File: src/gpcr_pkg.sv
// constants and types shared by the port control register block
package gpcr_pkg;
  localparam int NPORT = 6;
  localparam int PINS  = 16;
  localparam int AW    = 12;
  localparam int HALF  = 16;

  // register map: one group per port, then one word per pin function select
  localparam logic [AW-1:0] PORT_STRIDE = 12'h020;
  localparam logic [AW-1:0] PORT_SPAN   = 12'h0C0;
  localparam logic [AW-1:0] OFS_DIR_OUT = 12'h000;
  localparam logic [AW-1:0] OFS_INPUT   = 12'h004;
  localparam logic [AW-1:0] OFS_SW_SC   = 12'h008;
  localparam logic [AW-1:0] OFS_EVT_SC  = 12'h00C;
  localparam logic [AW-1:0] PFS_BASE    = 12'h100;
  localparam logic [AW-1:0] PFS_LAST    = 12'h27C;

  // function select word fields
  localparam int PFS_ODR_BIT = 0;
  localparam int PFS_PIN_BIT = 1;
  localparam int PFS_DIR_BIT = 2;
  localparam int PFS_PMR_BIT = 16;

  localparam logic [1:0] RESP_OKAY   = 2'h0;
  localparam logic [1:0] RESP_SLVERR = 2'h2;

  // which pins exist on each port (port 5 carries eight pins)
  localparam logic [NPORT-1:0][PINS-1:0] PIN_EXIST = {
    16'h00FF, 16'hFFFF, 16'hFFFF, 16'hFFFF, 16'hFFFF, 16'hFFFF};

  localparam logic [NPORT*PINS-1:0] ZERO_PINS = '0;
  localparam logic [31:0]           ZERO_WORD = 32'h0000_0000;

  typedef enum logic [2:0] {
    GPCR_SEL_NONE,
    GPCR_SEL_DIR_OUT,
    GPCR_SEL_INPUT,
    GPCR_SEL_SW_SC,
    GPCR_SEL_EVT_SC,
    GPCR_SEL_PFS
  } gpcr_sel_t;

  typedef struct packed {
    logic [NPORT-1:0][PINS-1:0] odr;
    logic [NPORT-1:0][PINS-1:0] dir;
    logic [NPORT-1:0][PINS-1:0] eos;
    logic [NPORT-1:0][PINS-1:0] eor;
    logic [NPORT-1:0][PINS-1:0] peripheral_mode_bit;
    logic [NPORT-1:0][PINS-1:0] eid;
    logic [NPORT-1:0][PINS-1:0] oe;
  } gpcr_core_t;

  typedef struct packed {
    logic          aw_full;
    logic [AW-1:0] aw_addr;
    logic          w_full;
    logic [31:0]   w_data;
    logic [3:0]    w_strb;
    logic          awready;
    logic          wready;
    logic          bvalid;
    logic [1:0]    bresp;
    logic          arready;
    logic          rvalid;
    logic [31:0]   rdata;
    logic [1:0]    rresp;
  } gpcr_axil_t;
endpackage : gpcr_pkg

File: src/gpcr_axil.sv
// axi4-lite slave front end: one read in flight; a second write is taken in while a write response waits
`timescale 1ns/1ns
module gpcr_axil (
  // clock and reset
  input  wire logic                  clk,
  input  wire logic                  rst,
  // write channels
  input  wire logic [gpcr_pkg::AW-1:0] awaddr,
  input  wire logic                  awvalid,
  output logic                       awready,
  input  wire logic [31:0]           wdata,
  input  wire logic [3:0]            wstrb,
  input  wire logic                  wvalid,
  output logic                       wready,
  output logic [1:0]                 bresp,
  output logic                       bvalid,
  input  wire logic                  bready,
  // read channels
  input  wire logic [gpcr_pkg::AW-1:0] araddr,
  input  wire logic                  arvalid,
  output logic                       arready,
  output logic [31:0]                rdata,
  output logic [1:0]                 rresp,
  output logic                       rvalid,
  input  wire logic                  rready,
  // core side
  output logic                       wr_go,
  output logic [gpcr_pkg::AW-1:0]    wr_addr,
  output logic [31:0]                wr_data,
  output logic [3:0]                 wr_strb,
  input  wire logic                  wr_ok,
  output logic                       rd_go,
  output logic [gpcr_pkg::AW-1:0]    rd_addr,
  input  wire logic [31:0]           rd_data,
  input  wire logic                  rd_ok
);
  gpcr_pkg::gpcr_axil_t st_ff;
  gpcr_pkg::gpcr_axil_t nxt_st;

  always_comb begin
    nxt_st = st_ff;
    wr_go  = st_ff.aw_full && st_ff.w_full && !st_ff.bvalid;
    rd_go  = arvalid && st_ff.arready;
    if (awvalid && st_ff.awready) begin
      nxt_st.aw_full = 1'b1;
      nxt_st.aw_addr = awaddr;
    end
    if (wvalid && st_ff.wready) begin
      nxt_st.w_full = 1'b1;
      nxt_st.w_data = wdata;
      nxt_st.w_strb = wstrb;
    end
    if (st_ff.bvalid && bready) begin
      nxt_st.bvalid = 1'b0;
    end
    if (wr_go) begin
      nxt_st.aw_full = 1'b0;
      nxt_st.w_full  = 1'b0;
      nxt_st.bvalid  = 1'b1;
      nxt_st.bresp   = wr_ok ? gpcr_pkg::RESP_OKAY : gpcr_pkg::RESP_SLVERR;
    end
    if (st_ff.rvalid && rready) begin
      nxt_st.rvalid = 1'b0;
    end
    if (rd_go) begin
      nxt_st.rvalid = 1'b1;
      nxt_st.rdata  = rd_ok ? rd_data : gpcr_pkg::ZERO_WORD;
      nxt_st.rresp  = rd_ok ? gpcr_pkg::RESP_OKAY : gpcr_pkg::RESP_SLVERR;
    end
    nxt_st.awready = !nxt_st.aw_full;
    nxt_st.wready  = !nxt_st.w_full;
    nxt_st.arready = !nxt_st.rvalid;
  end

  always_ff @(posedge clk or posedge rst) begin
    if (rst) begin
      st_ff <= '0;
    end else begin
      st_ff <= nxt_st;
    end
  end

  assign awready = st_ff.awready;
  assign wready  = st_ff.wready;
  assign bvalid  = st_ff.bvalid;
  assign bresp   = st_ff.bresp;
  assign arready = st_ff.arready;
  assign rvalid  = st_ff.rvalid;
  assign rdata   = st_ff.rdata;
  assign rresp   = st_ff.rresp;
  assign wr_addr = st_ff.aw_addr;
  assign wr_data = st_ff.w_data;
  assign wr_strb = st_ff.w_strb;
  assign rd_addr = araddr;
endmodule : gpcr_axil

File: src/gpcr_sync.sv
// two flip-flop synchroniser for pin levels
`timescale 1ns/1ns
module gpcr_sync #(
  parameter int W = 1
) (
  // clock and reset
  input  wire logic         clk,
  input  wire logic         rst,
  // levels
  input  wire logic [W-1:0] d,
  output logic      [W-1:0] q
);
  typedef struct packed {
    logic [W-1:0] s1;
    logic [W-1:0] s2;
  } gpcr_sync_t;

  gpcr_sync_t st_ff;
  gpcr_sync_t nxt_st;

  always_comb begin
    nxt_st    = st_ff;
    nxt_st.s1 = d;
    nxt_st.s2 = st_ff.s1;
  end

  always_ff @(posedge clk or posedge rst) begin
    if (rst) begin
      st_ff <= '0;
    end else begin
      st_ff <= nxt_st;
    end
  end

  assign q = st_ff.s2;
endmodule : gpcr_sync

File: src/gpcr_top.sv
// general-purpose port control registers: six ports, five of sixteen pins and port 5 of eight
//
// The placing of the registers and the AXI4-Lite register port were chosen for this implementation.
`timescale 1ns/1ns
module gpcr_top (
  // clock and reset
  input  wire logic                  SYS_CLK,
  input  wire logic                  SYS_RST,
  // axi4-lite write channels
  input  wire logic [gpcr_pkg::AW-1:0] S_AXI_AWADDR,
  input  wire logic                  S_AXI_AWVALID,
  output logic                       S_AXI_AWREADY,
  input  wire logic [31:0]           S_AXI_WDATA,
  input  wire logic [3:0]            S_AXI_WSTRB,
  input  wire logic                  S_AXI_WVALID,
  output logic                       S_AXI_WREADY,
  output logic [1:0]                 S_AXI_BRESP,
  output logic                       S_AXI_BVALID,
  input  wire logic                  S_AXI_BREADY,
  // axi4-lite read channels
  input  wire logic [gpcr_pkg::AW-1:0] S_AXI_ARADDR,
  input  wire logic                  S_AXI_ARVALID,
  output logic                       S_AXI_ARREADY,
  output logic [31:0]                S_AXI_RDATA,
  output logic [1:0]                 S_AXI_RRESP,
  output logic                       S_AXI_RVALID,
  input  wire logic                  S_AXI_RREADY,
  // port pins, bit 16*port+pin
  input  wire logic [95:0]           GPIO_IN,
  output logic      [95:0]           GPIO_OUT,
  output logic      [95:0]           GPIO_OE,
  // event link, same clock
  input  wire logic [5:0]            PORT_EVENT_PULSE,
  input  wire logic [95:0]           EVENT_INPUT_DATA
);
  localparam int NP = gpcr_pkg::NPORT;
  localparam int NB = gpcr_pkg::PINS;
  localparam int HB = gpcr_pkg::HALF;

  gpcr_pkg::gpcr_core_t st_ff;
  gpcr_pkg::gpcr_core_t nxt_st;

  logic                       wr_go;
  logic [gpcr_pkg::AW-1:0]    wr_addr;
  logic [31:0]                wr_data;
  logic [3:0]                 wr_strb;
  logic                       wr_ok;
  logic                       rd_go;
  logic [gpcr_pkg::AW-1:0]    rd_addr;
  logic [31:0]                rd_data;
  logic                       rd_ok;
  logic [NP-1:0][NB-1:0]      pin_lvl;

  // address decode shared by the write and read paths
  function automatic gpcr_pkg::gpcr_sel_t gpcr_dec(input logic [gpcr_pkg::AW-1:0] a);
    logic [gpcr_pkg::AW-1:0] ofs;
    ofs = a & (gpcr_pkg::PORT_STRIDE - 12'h001);
    gpcr_dec = gpcr_pkg::GPCR_SEL_NONE;
    if (a < gpcr_pkg::PORT_SPAN) begin
      case (ofs)
        gpcr_pkg::OFS_DIR_OUT: gpcr_dec = gpcr_pkg::GPCR_SEL_DIR_OUT;
        gpcr_pkg::OFS_INPUT:   gpcr_dec = gpcr_pkg::GPCR_SEL_INPUT;
        gpcr_pkg::OFS_SW_SC:   gpcr_dec = gpcr_pkg::GPCR_SEL_SW_SC;
        gpcr_pkg::OFS_EVT_SC:  gpcr_dec = gpcr_pkg::GPCR_SEL_EVT_SC;
        default:               gpcr_dec = gpcr_pkg::GPCR_SEL_NONE;
      endcase
    end else if (a >= gpcr_pkg::PFS_BASE && a <= gpcr_pkg::PFS_LAST) begin
      gpcr_dec = gpcr_pkg::GPCR_SEL_PFS;
    end
    if (a[1:0] != 2'h0) begin
      gpcr_dec = gpcr_pkg::GPCR_SEL_NONE;
    end
  endfunction : gpcr_dec

  // port index of a port register or a function select word
  function automatic logic [2:0] gpcr_port(input logic [gpcr_pkg::AW-1:0] a);
    logic [gpcr_pkg::AW-1:0] idx;
    idx = (a - gpcr_pkg::PFS_BASE) >> 2;
    if (a < gpcr_pkg::PORT_SPAN) begin
      gpcr_port = a[7:5];
    end else begin
      gpcr_port = idx[6:4];
    end
  endfunction : gpcr_port

  // pin index of a function select word
  function automatic logic [3:0] gpcr_pin(input logic [gpcr_pkg::AW-1:0] a);
    logic [gpcr_pkg::AW-1:0] idx;
    idx = (a - gpcr_pkg::PFS_BASE) >> 2;
    gpcr_pin = idx[3:0];
  endfunction : gpcr_pin

  // byte strobes widened to a bit mask
  function automatic logic [31:0] gpcr_lanes(input logic [3:0] s);
    gpcr_lanes = {{8{s[3]}}, {8{s[2]}}, {8{s[1]}}, {8{s[0]}}};
  endfunction : gpcr_lanes

  function automatic logic [HB-1:0] gpcr_merge(input logic [HB-1:0] old_v,
                                               input logic [HB-1:0] new_v,
                                               input logic [HB-1:0] en);
    gpcr_merge = (old_v & ~en) | (new_v & en);
  endfunction : gpcr_merge

  gpcr_axil u_axil (
    .clk     (SYS_CLK),
    .rst     (SYS_RST),
    .awaddr  (S_AXI_AWADDR),
    .awvalid (S_AXI_AWVALID),
    .awready (S_AXI_AWREADY),
    .wdata   (S_AXI_WDATA),
    .wstrb   (S_AXI_WSTRB),
    .wvalid  (S_AXI_WVALID),
    .wready  (S_AXI_WREADY),
    .bresp   (S_AXI_BRESP),
    .bvalid  (S_AXI_BVALID),
    .bready  (S_AXI_BREADY),
    .araddr  (S_AXI_ARADDR),
    .arvalid (S_AXI_ARVALID),
    .arready (S_AXI_ARREADY),
    .rdata   (S_AXI_RDATA),
    .rresp   (S_AXI_RRESP),
    .rvalid  (S_AXI_RVALID),
    .rready  (S_AXI_RREADY),
    .wr_go   (wr_go),
    .wr_addr (wr_addr),
    .wr_data (wr_data),
    .wr_strb (wr_strb),
    .wr_ok   (wr_ok),
    .rd_go   (rd_go),
    .rd_addr (rd_addr),
    .rd_data (rd_data),
    .rd_ok   (rd_ok)
  );

  // pin levels cross into the clock domain
  gpcr_sync #(.W(NP*NB)) u_pin_sync (
    .clk (SYS_CLK),
    .rst (SYS_RST),
    .d   (GPIO_IN),
    .q   (pin_lvl)
  );

  // register writes, software set/clear and event set/clear
  always_comb begin
    gpcr_pkg::gpcr_sel_t wsel;
    logic [2:0]    wport;
    logic [3:0]    wpin;
    logic [31:0]   wm;
    logic [HB-1:0] odr_v;
    logic [HB-1:0] dir_v;
    logic [HB-1:0] pmr_v;
    logic [HB-1:0] set_v;
    logic [HB-1:0] clr_v;
    logic [HB-1:0] msk;
    wsel   = gpcr_dec(wr_addr);
    wport  = gpcr_port(wr_addr);
    wpin   = gpcr_pin(wr_addr);
    wm     = gpcr_lanes(wr_strb);
    odr_v  = '0;
    dir_v  = '0;
    pmr_v  = '0;
    set_v  = '0;
    clr_v  = '0;
    msk    = '0;
    nxt_st = st_ff;
    wr_ok  = wsel != gpcr_pkg::GPCR_SEL_NONE;
    for (int p = 0; p < NP; p++) begin
      msk   = gpcr_pkg::PIN_EXIST[p];
      odr_v = st_ff.odr[p];
      dir_v = st_ff.dir[p];
      pmr_v = st_ff.peripheral_mode_bit[p];
      set_v = '0;
      clr_v = '0;
      if (wr_go && wport == 3'(p)) begin
        case (wsel)
          gpcr_pkg::GPCR_SEL_DIR_OUT: begin
            odr_v = gpcr_merge(odr_v, wr_data[31:HB], wm[31:HB]);
            dir_v = gpcr_merge(dir_v, wr_data[HB-1:0], wm[HB-1:0]);
          end
          gpcr_pkg::GPCR_SEL_SW_SC: begin
            set_v = wr_data[HB-1:0] & wm[HB-1:0];
            clr_v = wr_data[31:HB] & wm[31:HB];
          end
          gpcr_pkg::GPCR_SEL_EVT_SC: begin
            nxt_st.eos[p] = gpcr_merge(st_ff.eos[p], wr_data[HB-1:0], wm[HB-1:0]) & msk;
            nxt_st.eor[p] = gpcr_merge(st_ff.eor[p], wr_data[31:HB], wm[31:HB]) & msk;
          end
          gpcr_pkg::GPCR_SEL_PFS: begin
            if (wm[gpcr_pkg::PFS_ODR_BIT]) begin
              odr_v[wpin] = wr_data[gpcr_pkg::PFS_ODR_BIT];
              dir_v[wpin] = wr_data[gpcr_pkg::PFS_DIR_BIT];
            end
            if (wm[gpcr_pkg::PFS_PMR_BIT]) begin
              pmr_v[wpin] = wr_data[gpcr_pkg::PFS_PMR_BIT];
            end
          end
          default: begin
          end
        endcase
      end
      // software set wins over a clear of the same bit
      odr_v = (odr_v & ~clr_v) | set_v;
      if (PORT_EVENT_PULSE[p]) begin
        odr_v = (odr_v & ~st_ff.eor[p]) | st_ff.eos[p];
        nxt_st.eid[p] = EVENT_INPUT_DATA[p*NB +: NB] & msk;
      end
      nxt_st.odr[p] = odr_v & msk;
      nxt_st.dir[p] = dir_v & msk;
      nxt_st.peripheral_mode_bit[p] = pmr_v & msk;
      nxt_st.oe[p]  = dir_v & ~pmr_v & msk;
    end
  end

  // read data assembly in the cycle the address is taken, answered on the next cycle
  always_comb begin
    gpcr_pkg::gpcr_sel_t rsel;
    logic [2:0] rport;
    logic [3:0] rpin;
    rsel    = gpcr_dec(rd_addr);
    rport   = gpcr_port(rd_addr);
    rpin    = gpcr_pin(rd_addr);
    rd_data = gpcr_pkg::ZERO_WORD;
    rd_ok   = rd_go;
    case (rsel)
      gpcr_pkg::GPCR_SEL_DIR_OUT: begin
        rd_data = {st_ff.odr[rport], st_ff.dir[rport]};
      end
      gpcr_pkg::GPCR_SEL_INPUT: begin
        rd_data = {st_ff.eid[rport], pin_lvl[rport]};
      end
      gpcr_pkg::GPCR_SEL_SW_SC: begin
        rd_data = gpcr_pkg::ZERO_WORD;
      end
      gpcr_pkg::GPCR_SEL_EVT_SC: begin
        rd_data = {st_ff.eor[rport], st_ff.eos[rport]};
      end
      gpcr_pkg::GPCR_SEL_PFS: begin
        rd_data[gpcr_pkg::PFS_ODR_BIT] = st_ff.odr[rport][rpin];
        rd_data[gpcr_pkg::PFS_PIN_BIT] = pin_lvl[rport][rpin];
        rd_data[gpcr_pkg::PFS_DIR_BIT] = st_ff.dir[rport][rpin];
        rd_data[gpcr_pkg::PFS_PMR_BIT] = st_ff.peripheral_mode_bit[rport][rpin];
      end
      default: begin
        rd_ok = 1'b0;
      end
    endcase
  end

  always_ff @(posedge SYS_CLK or posedge SYS_RST) begin
    if (SYS_RST) begin
      st_ff <= '0;
    end else begin
      st_ff <= nxt_st;
    end
  end

  assign GPIO_OUT = st_ff.odr;
  assign GPIO_OE  = st_ff.oe;
endmodule : gpcr_top

File: config.mk
export PLATFORM = sky130hd
export DESIGN_NAME = gpcr_top
export DESIGN_NICKNAME = d
export VERILOG_FILES = /design/src/gpcr_pkg.sv /design/src/gpcr_axil.sv /design/src/gpcr_sync.sv /design/src/gpcr_top.sv
export SDC_FILE = /design/constraint.sdc
export NUM_CORES = 2
export LEC_CHECK = 0
export BUFFER_PORTS_ARGS = -buffer_cell sky130_fd_sc_hd__buf_4
export CORE_ASPECT_RATIO = 1.4
export CORE_MARGIN = 2
export CORE_UTILIZATION = 50
export DETAILED_ROUTE_END_ITERATION = 10
export PLACE_DENSITY = 0.77
export RECOVER_POWER = 25
export SLEW_MARGIN = 30
export SYNTH_ARGS = -nofsm -noshare
export SYNTH_HDL_FRONTEND = slang
export SYNTH_SLANG_ARGS = --single-unit
File: constraint.sdc
create_clock -name SYS_CLK -period 47.9 [get_ports SYS_CLK]
set_input_delay 7.185 -clock SYS_CLK [delete_from_list [all_inputs] [get_ports SYS_CLK]]
set_output_delay 7.185 -clock SYS_CLK [all_outputs]
set_load 0.02 [all_outputs]
Word level (Yosys, flattened, before mapping)
Cells that the tools add are included.

Register bits after elaboration: 899. Output and inout port bits: 233. Word-level logic and storage cells: 365.

Reduce and logical (&&, ||, !) cells: 34. Bitwise logic cells: 100. Eq/ne operators: 20. Magnitude comparators: 10. Add/subtract/negate cells: 2. Multiplexer cells: 142.

Operators with widths (number): 2-to-1 mux 16 bit (59); AND 16 bit (37); OR 16 bit (30); binary-select mux 16 bit (select 3 bit) (7); one-hot mux 16 bit (2 select lines) (10); bitwise mux 16 bit (18); NOT 16 bit (17); 2-to-1 mux 8 bit (10); AND 8 bit (7); OR 8 bit (6); one-hot mux 15 bit (3 select lines) (1); one-hot mux 13 bit (3 select lines) (1); 2-to-1 mux 37 bit (1); one-hot mux 3 bit (4 select lines) (3); 2-to-1 mux 35 bit (1); 2-to-1 mux 32 bit (1); one-hot mux 8 bit (2 select lines) (2); 2-to-1 mux 3 bit (9); >= comparator 12 x 9 -> 1 bit (second input constant) (2); less-or-equal comparator 12 x 10 -> 1 bit (second input constant) (2); zero test 12 bit (2); < comparator 12 x 8 -> 1 bit (second input constant) (2); NOT 8 bit (3); equality test 5 x 4 -> 1 bit (second input constant) (4); other kinds (21) (73).

Longest topological paths before layout
Depth after elaboration: 14. Depth in mapped cells: 13. Gate-level depth less buffers: 8.

Modules after synthesis
A second synthesis with hierarchy kept.

Cell total of the unflattened synthesis: 4356. Area total of the unflattened synthesis: 45459.8 µm².

Modules (own cells, without submodules): gpcr_top (cells an instance 3792, area each 36308.6 µm², sequential area each 15414.8 µm², instances 1); gpcr_sync (cells an instance 193, area each 4808.4 µm², sequential area each 4804.6 µm², instances 1); gpcr_axil (cells an instance 371, area each 4342.9 µm², sequential area each 2227.1 µm², instances 1).

Worst setup path before layout
Ideal clock, no wire load.

Path type: input to register. Start point: input port S_AXI_ARADDR[9] (netlist bit). End point: register u_axil.st_ff (netlist bit u_axil.rdata[1]). Library setup time: 0.125 ns. Stages on the path: 10. Path buffers: 2. Path slack: 38.257 ns. Data arrival time: 9.518 ns. Path through: buf_2 -> or4_1 -> buf_2 -> o21ai_2 -> mux2_2 -> o21ai_0 -> a31oi_1 -> or4_1 -> o2111ai_1 -> o21ai_1.

Cells in the longest elaborated chain, start to end: 9.

RTL lines: start: declaration (line gpcr_top.sv:21) `input wire logic [gpcr_pkg::AW-1:0] S_AXI_ARADDR,`; parallel branches: the longest is 8 deep, another holds < comparator 12 x 8 -> 1 bit; 2-to-1 mux 32 bit * (line gpcr_axil.sv:67) `nxt_st.rdata = rd_ok ? rd_data : gpcr_pkg::ZERO_WORD;`; end signal: assignment (line gpcr_axil.sv:79) `st_ff <= nxt_st;`; end: declaration (line gpcr_axil.sv:37) `gpcr_pkg::gpcr_axil_t st_ff;`.

Every way passes the cells marked *. The select of a mux whose other input is x is not followed. A chain may end at the register's enable or synchronous reset.

Final worst setup path
Start point: input port S_AXI_ARADDR[8] (netlist bit). End point: register u_axil.st_ff (netlist bit u_axil.rdata[1]).

Same word-level chain as after synthesis.

==> reports/qor.log <==
qor: detailed_routing.avgRoutedWirePerCell 33.8 um
qor: setup_path.setup.worst_path.class input port to register
qor: yosys.netlist-cell-type-count 85
qor: clocking.cts-hold-fix-buffers 0
qor: detailed_routing.detailedRoute.firstPassIterationCount 9
qor: global_routing.grt_pass1_vias 37300
qor: placement.portBuffers 471
qor: timing.hold_viol_final 0
qor: detailed_routing.drt_first_iter_violations 5681
qor: yosys.synth.yosys.seq_area_share 51.6%
qor: setup_path.crit_fanout 37
qor: cells_and_area.mostFrequentLayoutCells 896 x dfrtp_1, 715 x nand2_1, 534 x buf_4, 299 x mux2_2, 279 x o21ai_0
qor: timing.min_period_over_period 24.0%
qor: run_status.outcome finished with violations
qor: floorplanning.die_area 0.0894 mm2
qor: cells_and_area.fraction_of_final_layout_cells_sized_beyond_drive_strength_1 23.5%
qor: min_path.holdPathStages 0
qor: timing.finalSetupViolations 0
qor: power_and_ir_drop.leakage 22.1 nW
qor: power_and_ir_drop.vdd_ir_drop_max 0.0289 mV
qor: clocking.number_of_buffers_on_the_longest_clock_path 3
qor: clocking.worst_setup_hold_path_clk_slew 70 ps
qor: cells_and_area.layout_commonest_cell dfrtp_1
qor: cells_and_area.multi_input_area 0.0182 mm2
qor: floorplanning.initial_utilization 50.2%
qor: setup_path.cp.arrival 12070 ps
qor: timing.rsz0062_at_grt false
qor: setup_path.crit_top_cell buf_4
qor: global_routing.grt.overflow.total 0
qor: yosys.syn-mean-instance-area 10.1 um2
qor: setup_path.worstRegToRegCells 9
qor: yosys.post-synth-top-area-cell dfrtp_1
qor: power_and_ir_drop.power_density 42.5 mW/mm2
qor: setup_path.crit_path_top_delay_cell o21ai_0
qor: detailed_routing.ant_nets 0
qor: yosys.ys.warnings.count 0
qor: global_routing.grt.total_usage 42.5%
qor: yosys.top_cells_by_area_in_the_synthesized_netlist dfrtp_1 52%, mux2_2 9.2%, nand2_1 6.2%, buf_4 4.0%, o21ai_0 3.3%
qor: setup_path.worst-r2r-setup-slack 40680 ps
qor: setup_path.critical_path.endpoint_type register
qor: power_and_ir_drop.finalPower 2.11 mW
qor: clocking.cts_tree built
qor: setup_path.cpPeakStageDelay 780 ps
qor: clocking.cts_resized 0
qor: min_path.min_delay_worst_endpoint u_pin_sync.q[94]$_DFF_PP0_
qor: timing.max_transition_margin -140%
qor: floorplanning.ioPinCount 498
qor: timing.finalMaxSlewViolations 290
qor: setup_path.cp.required 48490 ps
qor: floorplanning.die_w 253 um
qor: yosys.post_synth_instance_area 0.0435 mm2
qor: detailed_routing.via_per_inst 6.75
qor: timing.min_cycle_time_layout 11480 ps
qor: clocking.cts_num_sinks 897
qor: timing.setup_tns 0 ps
qor: global_routing.antenna_found_initial 13
qor: detailed_routing.detail_route.wirelength 192000 um
qor: detailed_routing.drc_errors 0
qor: timing.fmax 87.1 MHz
qor: setup_path.worst_setup_path_start_kind input port
qor: yosys.synth-main-ff-cell dfrtp_1
qor: clocking.post-cts-setup-buffer-count 0
qor: yosys.yosys.area.top_type_share 51.6%
qor: setup_path.sequence_of_cells_on_the_critical_path buf_4 > or4_1 > buf_4 > o21ai_4 > buf_4 > mux2_2 > o21ai_0 > a31oi_1 > or4_1 > o2111ai_1 > o21ai_1
qor: setup_path.crit-reg2reg-launch u_axil.wr_addr[8]$_DFFE_PP0P_
qor: global_routing.grt_start_max_net_pins 194
qor: placement.post-dp-hpwl 128000 um
qor: cells_and_area.layout.nets 4699
qor: yosys.syn_inst_count 4288
qor: setup_path.r2r-end GPIO_OE[48]$_DFF_PP0_
qor: clocking.clk-insertion-delay-late 730 ps
qor: yosys.ys_ff_latch 897
qor: run_status.violations_in_the_final_reports max-capacitance violations, max-slew violations
qor: yosys.asyncSetResetFlopFracSynth 100%
qor: job.cap_viol_max_count 10
qor: floorplanning.fp.coreArea 0.0866 mm2
qor: clocking.ctsRootBufferMaster clkbuf_16
qor: floorplanning.fp.dieH 353 um
qor: placement.place_congestion 1.07
qor: global_routing.global_route_wire_length_before_repair 269000 um
qor: timing.worst-slew-pin-transition 3600 ps
qor: min_path.min-delay-path-class register to register
qor: yosys.synth_edf_count 0
qor: clocking.cts_buffers 88
qor: min_path.hold_start u_pin_sync.nxt_st[94]$_DFF_PP0_
qor: detailed_routing.num_vias 38300
qor: cells_and_area.area.growth.synth_to_final 14.2%
qor: clocking.h-tree-depth 3
qor: timing.final.setup_skew 40.0 ps
qor: cells_and_area.filler_cell_count 7468
qor: cells_and_area.seq_area 0.0224 mm2
qor: floorplanning.rows 128
## where the power goes
group | switching [mW] | internal (mW)
clock | 0.320 | 0.438
sequential | 0.114 | 0.818
combinational | 0.299 | 0.122
## cell usage after synthesis (6+ instances only)
library cell,count
a21boi_0,8
a311oi_1,8
a221oi_1,25
dfrtp_1,897
o32ai_1,18
nor4_1,16
nand2b_1,20
nand3_1,153
o31ai_1,15
nand2_1,716
and2_1,23
o211ai_1,40
buf_1,20
a2111oi_0,8
clkbuf_1,213
a222oi_1,15
a22o_1,101
mux2i_1,42
o311ai_0,10
and3_1,24
inv_1,32
o22ai_1,58
nor2b_1,77
a32o_1,18
o32a_1,17
o2bb2ai_1,12
a211o_1,6
mux4_2,18
a22oi_1,34
a32oi_1,56
a21oi_1,203
a31oi_1,24
nor2_1,202
buf_4,231
nor3_1,78
o21ai_1,7
a211oi_1,14
mux2_2,355
o21ai_0,284
buf_2,54
o21a_1,9
o221ai_1,23
nor3b_1,8
## per-stage QoR
stage / cell area (um2) / std cells / setup slack, ps / hold slack (ps) / utilization [%]
6_report: 49700 / 5674 / 36420 / 344 / 57.3
4_1_cts: 49600 / 5665 / 36890 / 347 / 57.3
2_1_floorplan: 43600 / 4305 / 15500 / 331 / -
3_5_place_dp: 46500 / 5509 / 36180 / 335 / 53.7
5_1_grt: 49700 / 5671 / 36610 / 353 / 57.3
3_3_place_gp: 46500 / 5509 / 36170 / 331 / 53.7
## how the worst max path moves through the flow
stage	startpoint	to	slack [ps]
3_5_place_dp	S_AXI_ARADDR[8]	u_axil.rdata[17]$_DFFE_PP0P_	36180
2_1_floorplan	SYS_RST	GPIO_OE[0]$_DFF_PP0_	15500
4_1_cts	S_AXI_ARADDR[8]	u_axil.rdata[17]$_DFFE_PP0P_	36890
6_report	S_AXI_ARADDR[8]	u_axil.rdata[1]$_DFFE_PP0P_	36420
3_3_place_gp	S_AXI_ARADDR[8]	u_axil.rdata[17]$_DFFE_PP0P_	36170
5_1_grt	S_AXI_ARADDR[8]	u_axil.rdata[1]$_DFFE_PP0P_	36610
## layer usage
| layer | vias up | wire [um] | GRT usage, % |
|---|---|---|---|
| met1 | 18700 | 64800 | 50.1 |
| met4 | 14 | 18000 | 32.5 |
| met5 | - | 140 | 0.162 |
| li1 | 15400 | - | - |
| met2 | 3207 | 81200 | 61.2 |
| met3 | 902 | 27500 | 18.1 |
## cell families (layout without fill, tap and decap cells)
group                  Yosys count  count (layout)  share of synthesized area (%)
other                            1              22                        0.00862
multiplexers                   416             416                           11.1
AND/OR/NAND/NOR               1359            1359                           13.8
AO/OA/AOI/OAI                 1058            1058                           16.5
buffers and inverters          557             752                           6.99
flip-flops                     897             897                           51.6
## final cells by class
type / instances / share of cell area (%)
inverters: 37 / 0.295
clock buffers: 120 / 5.12
flip-flops and latches: 897 / 45.2
well taps: 1170 / 2.95
clock inverters: 36 / 1.12
multi-input cells: 2851 / 36.7
repair buffers: 559 / 8.61
diodes: 4 / 0.0201
## worst max-delay path: cells and delay by family
family | cells | cell delay [ps]
buffers and inverters | 3 | 1160
AOI/OAI and AO/OA | 5 | 1760
muxes | 1 | 540
and+or+nand+nor | 2 | 1310
Note: power is estimated with default switching activity, not from simulation.
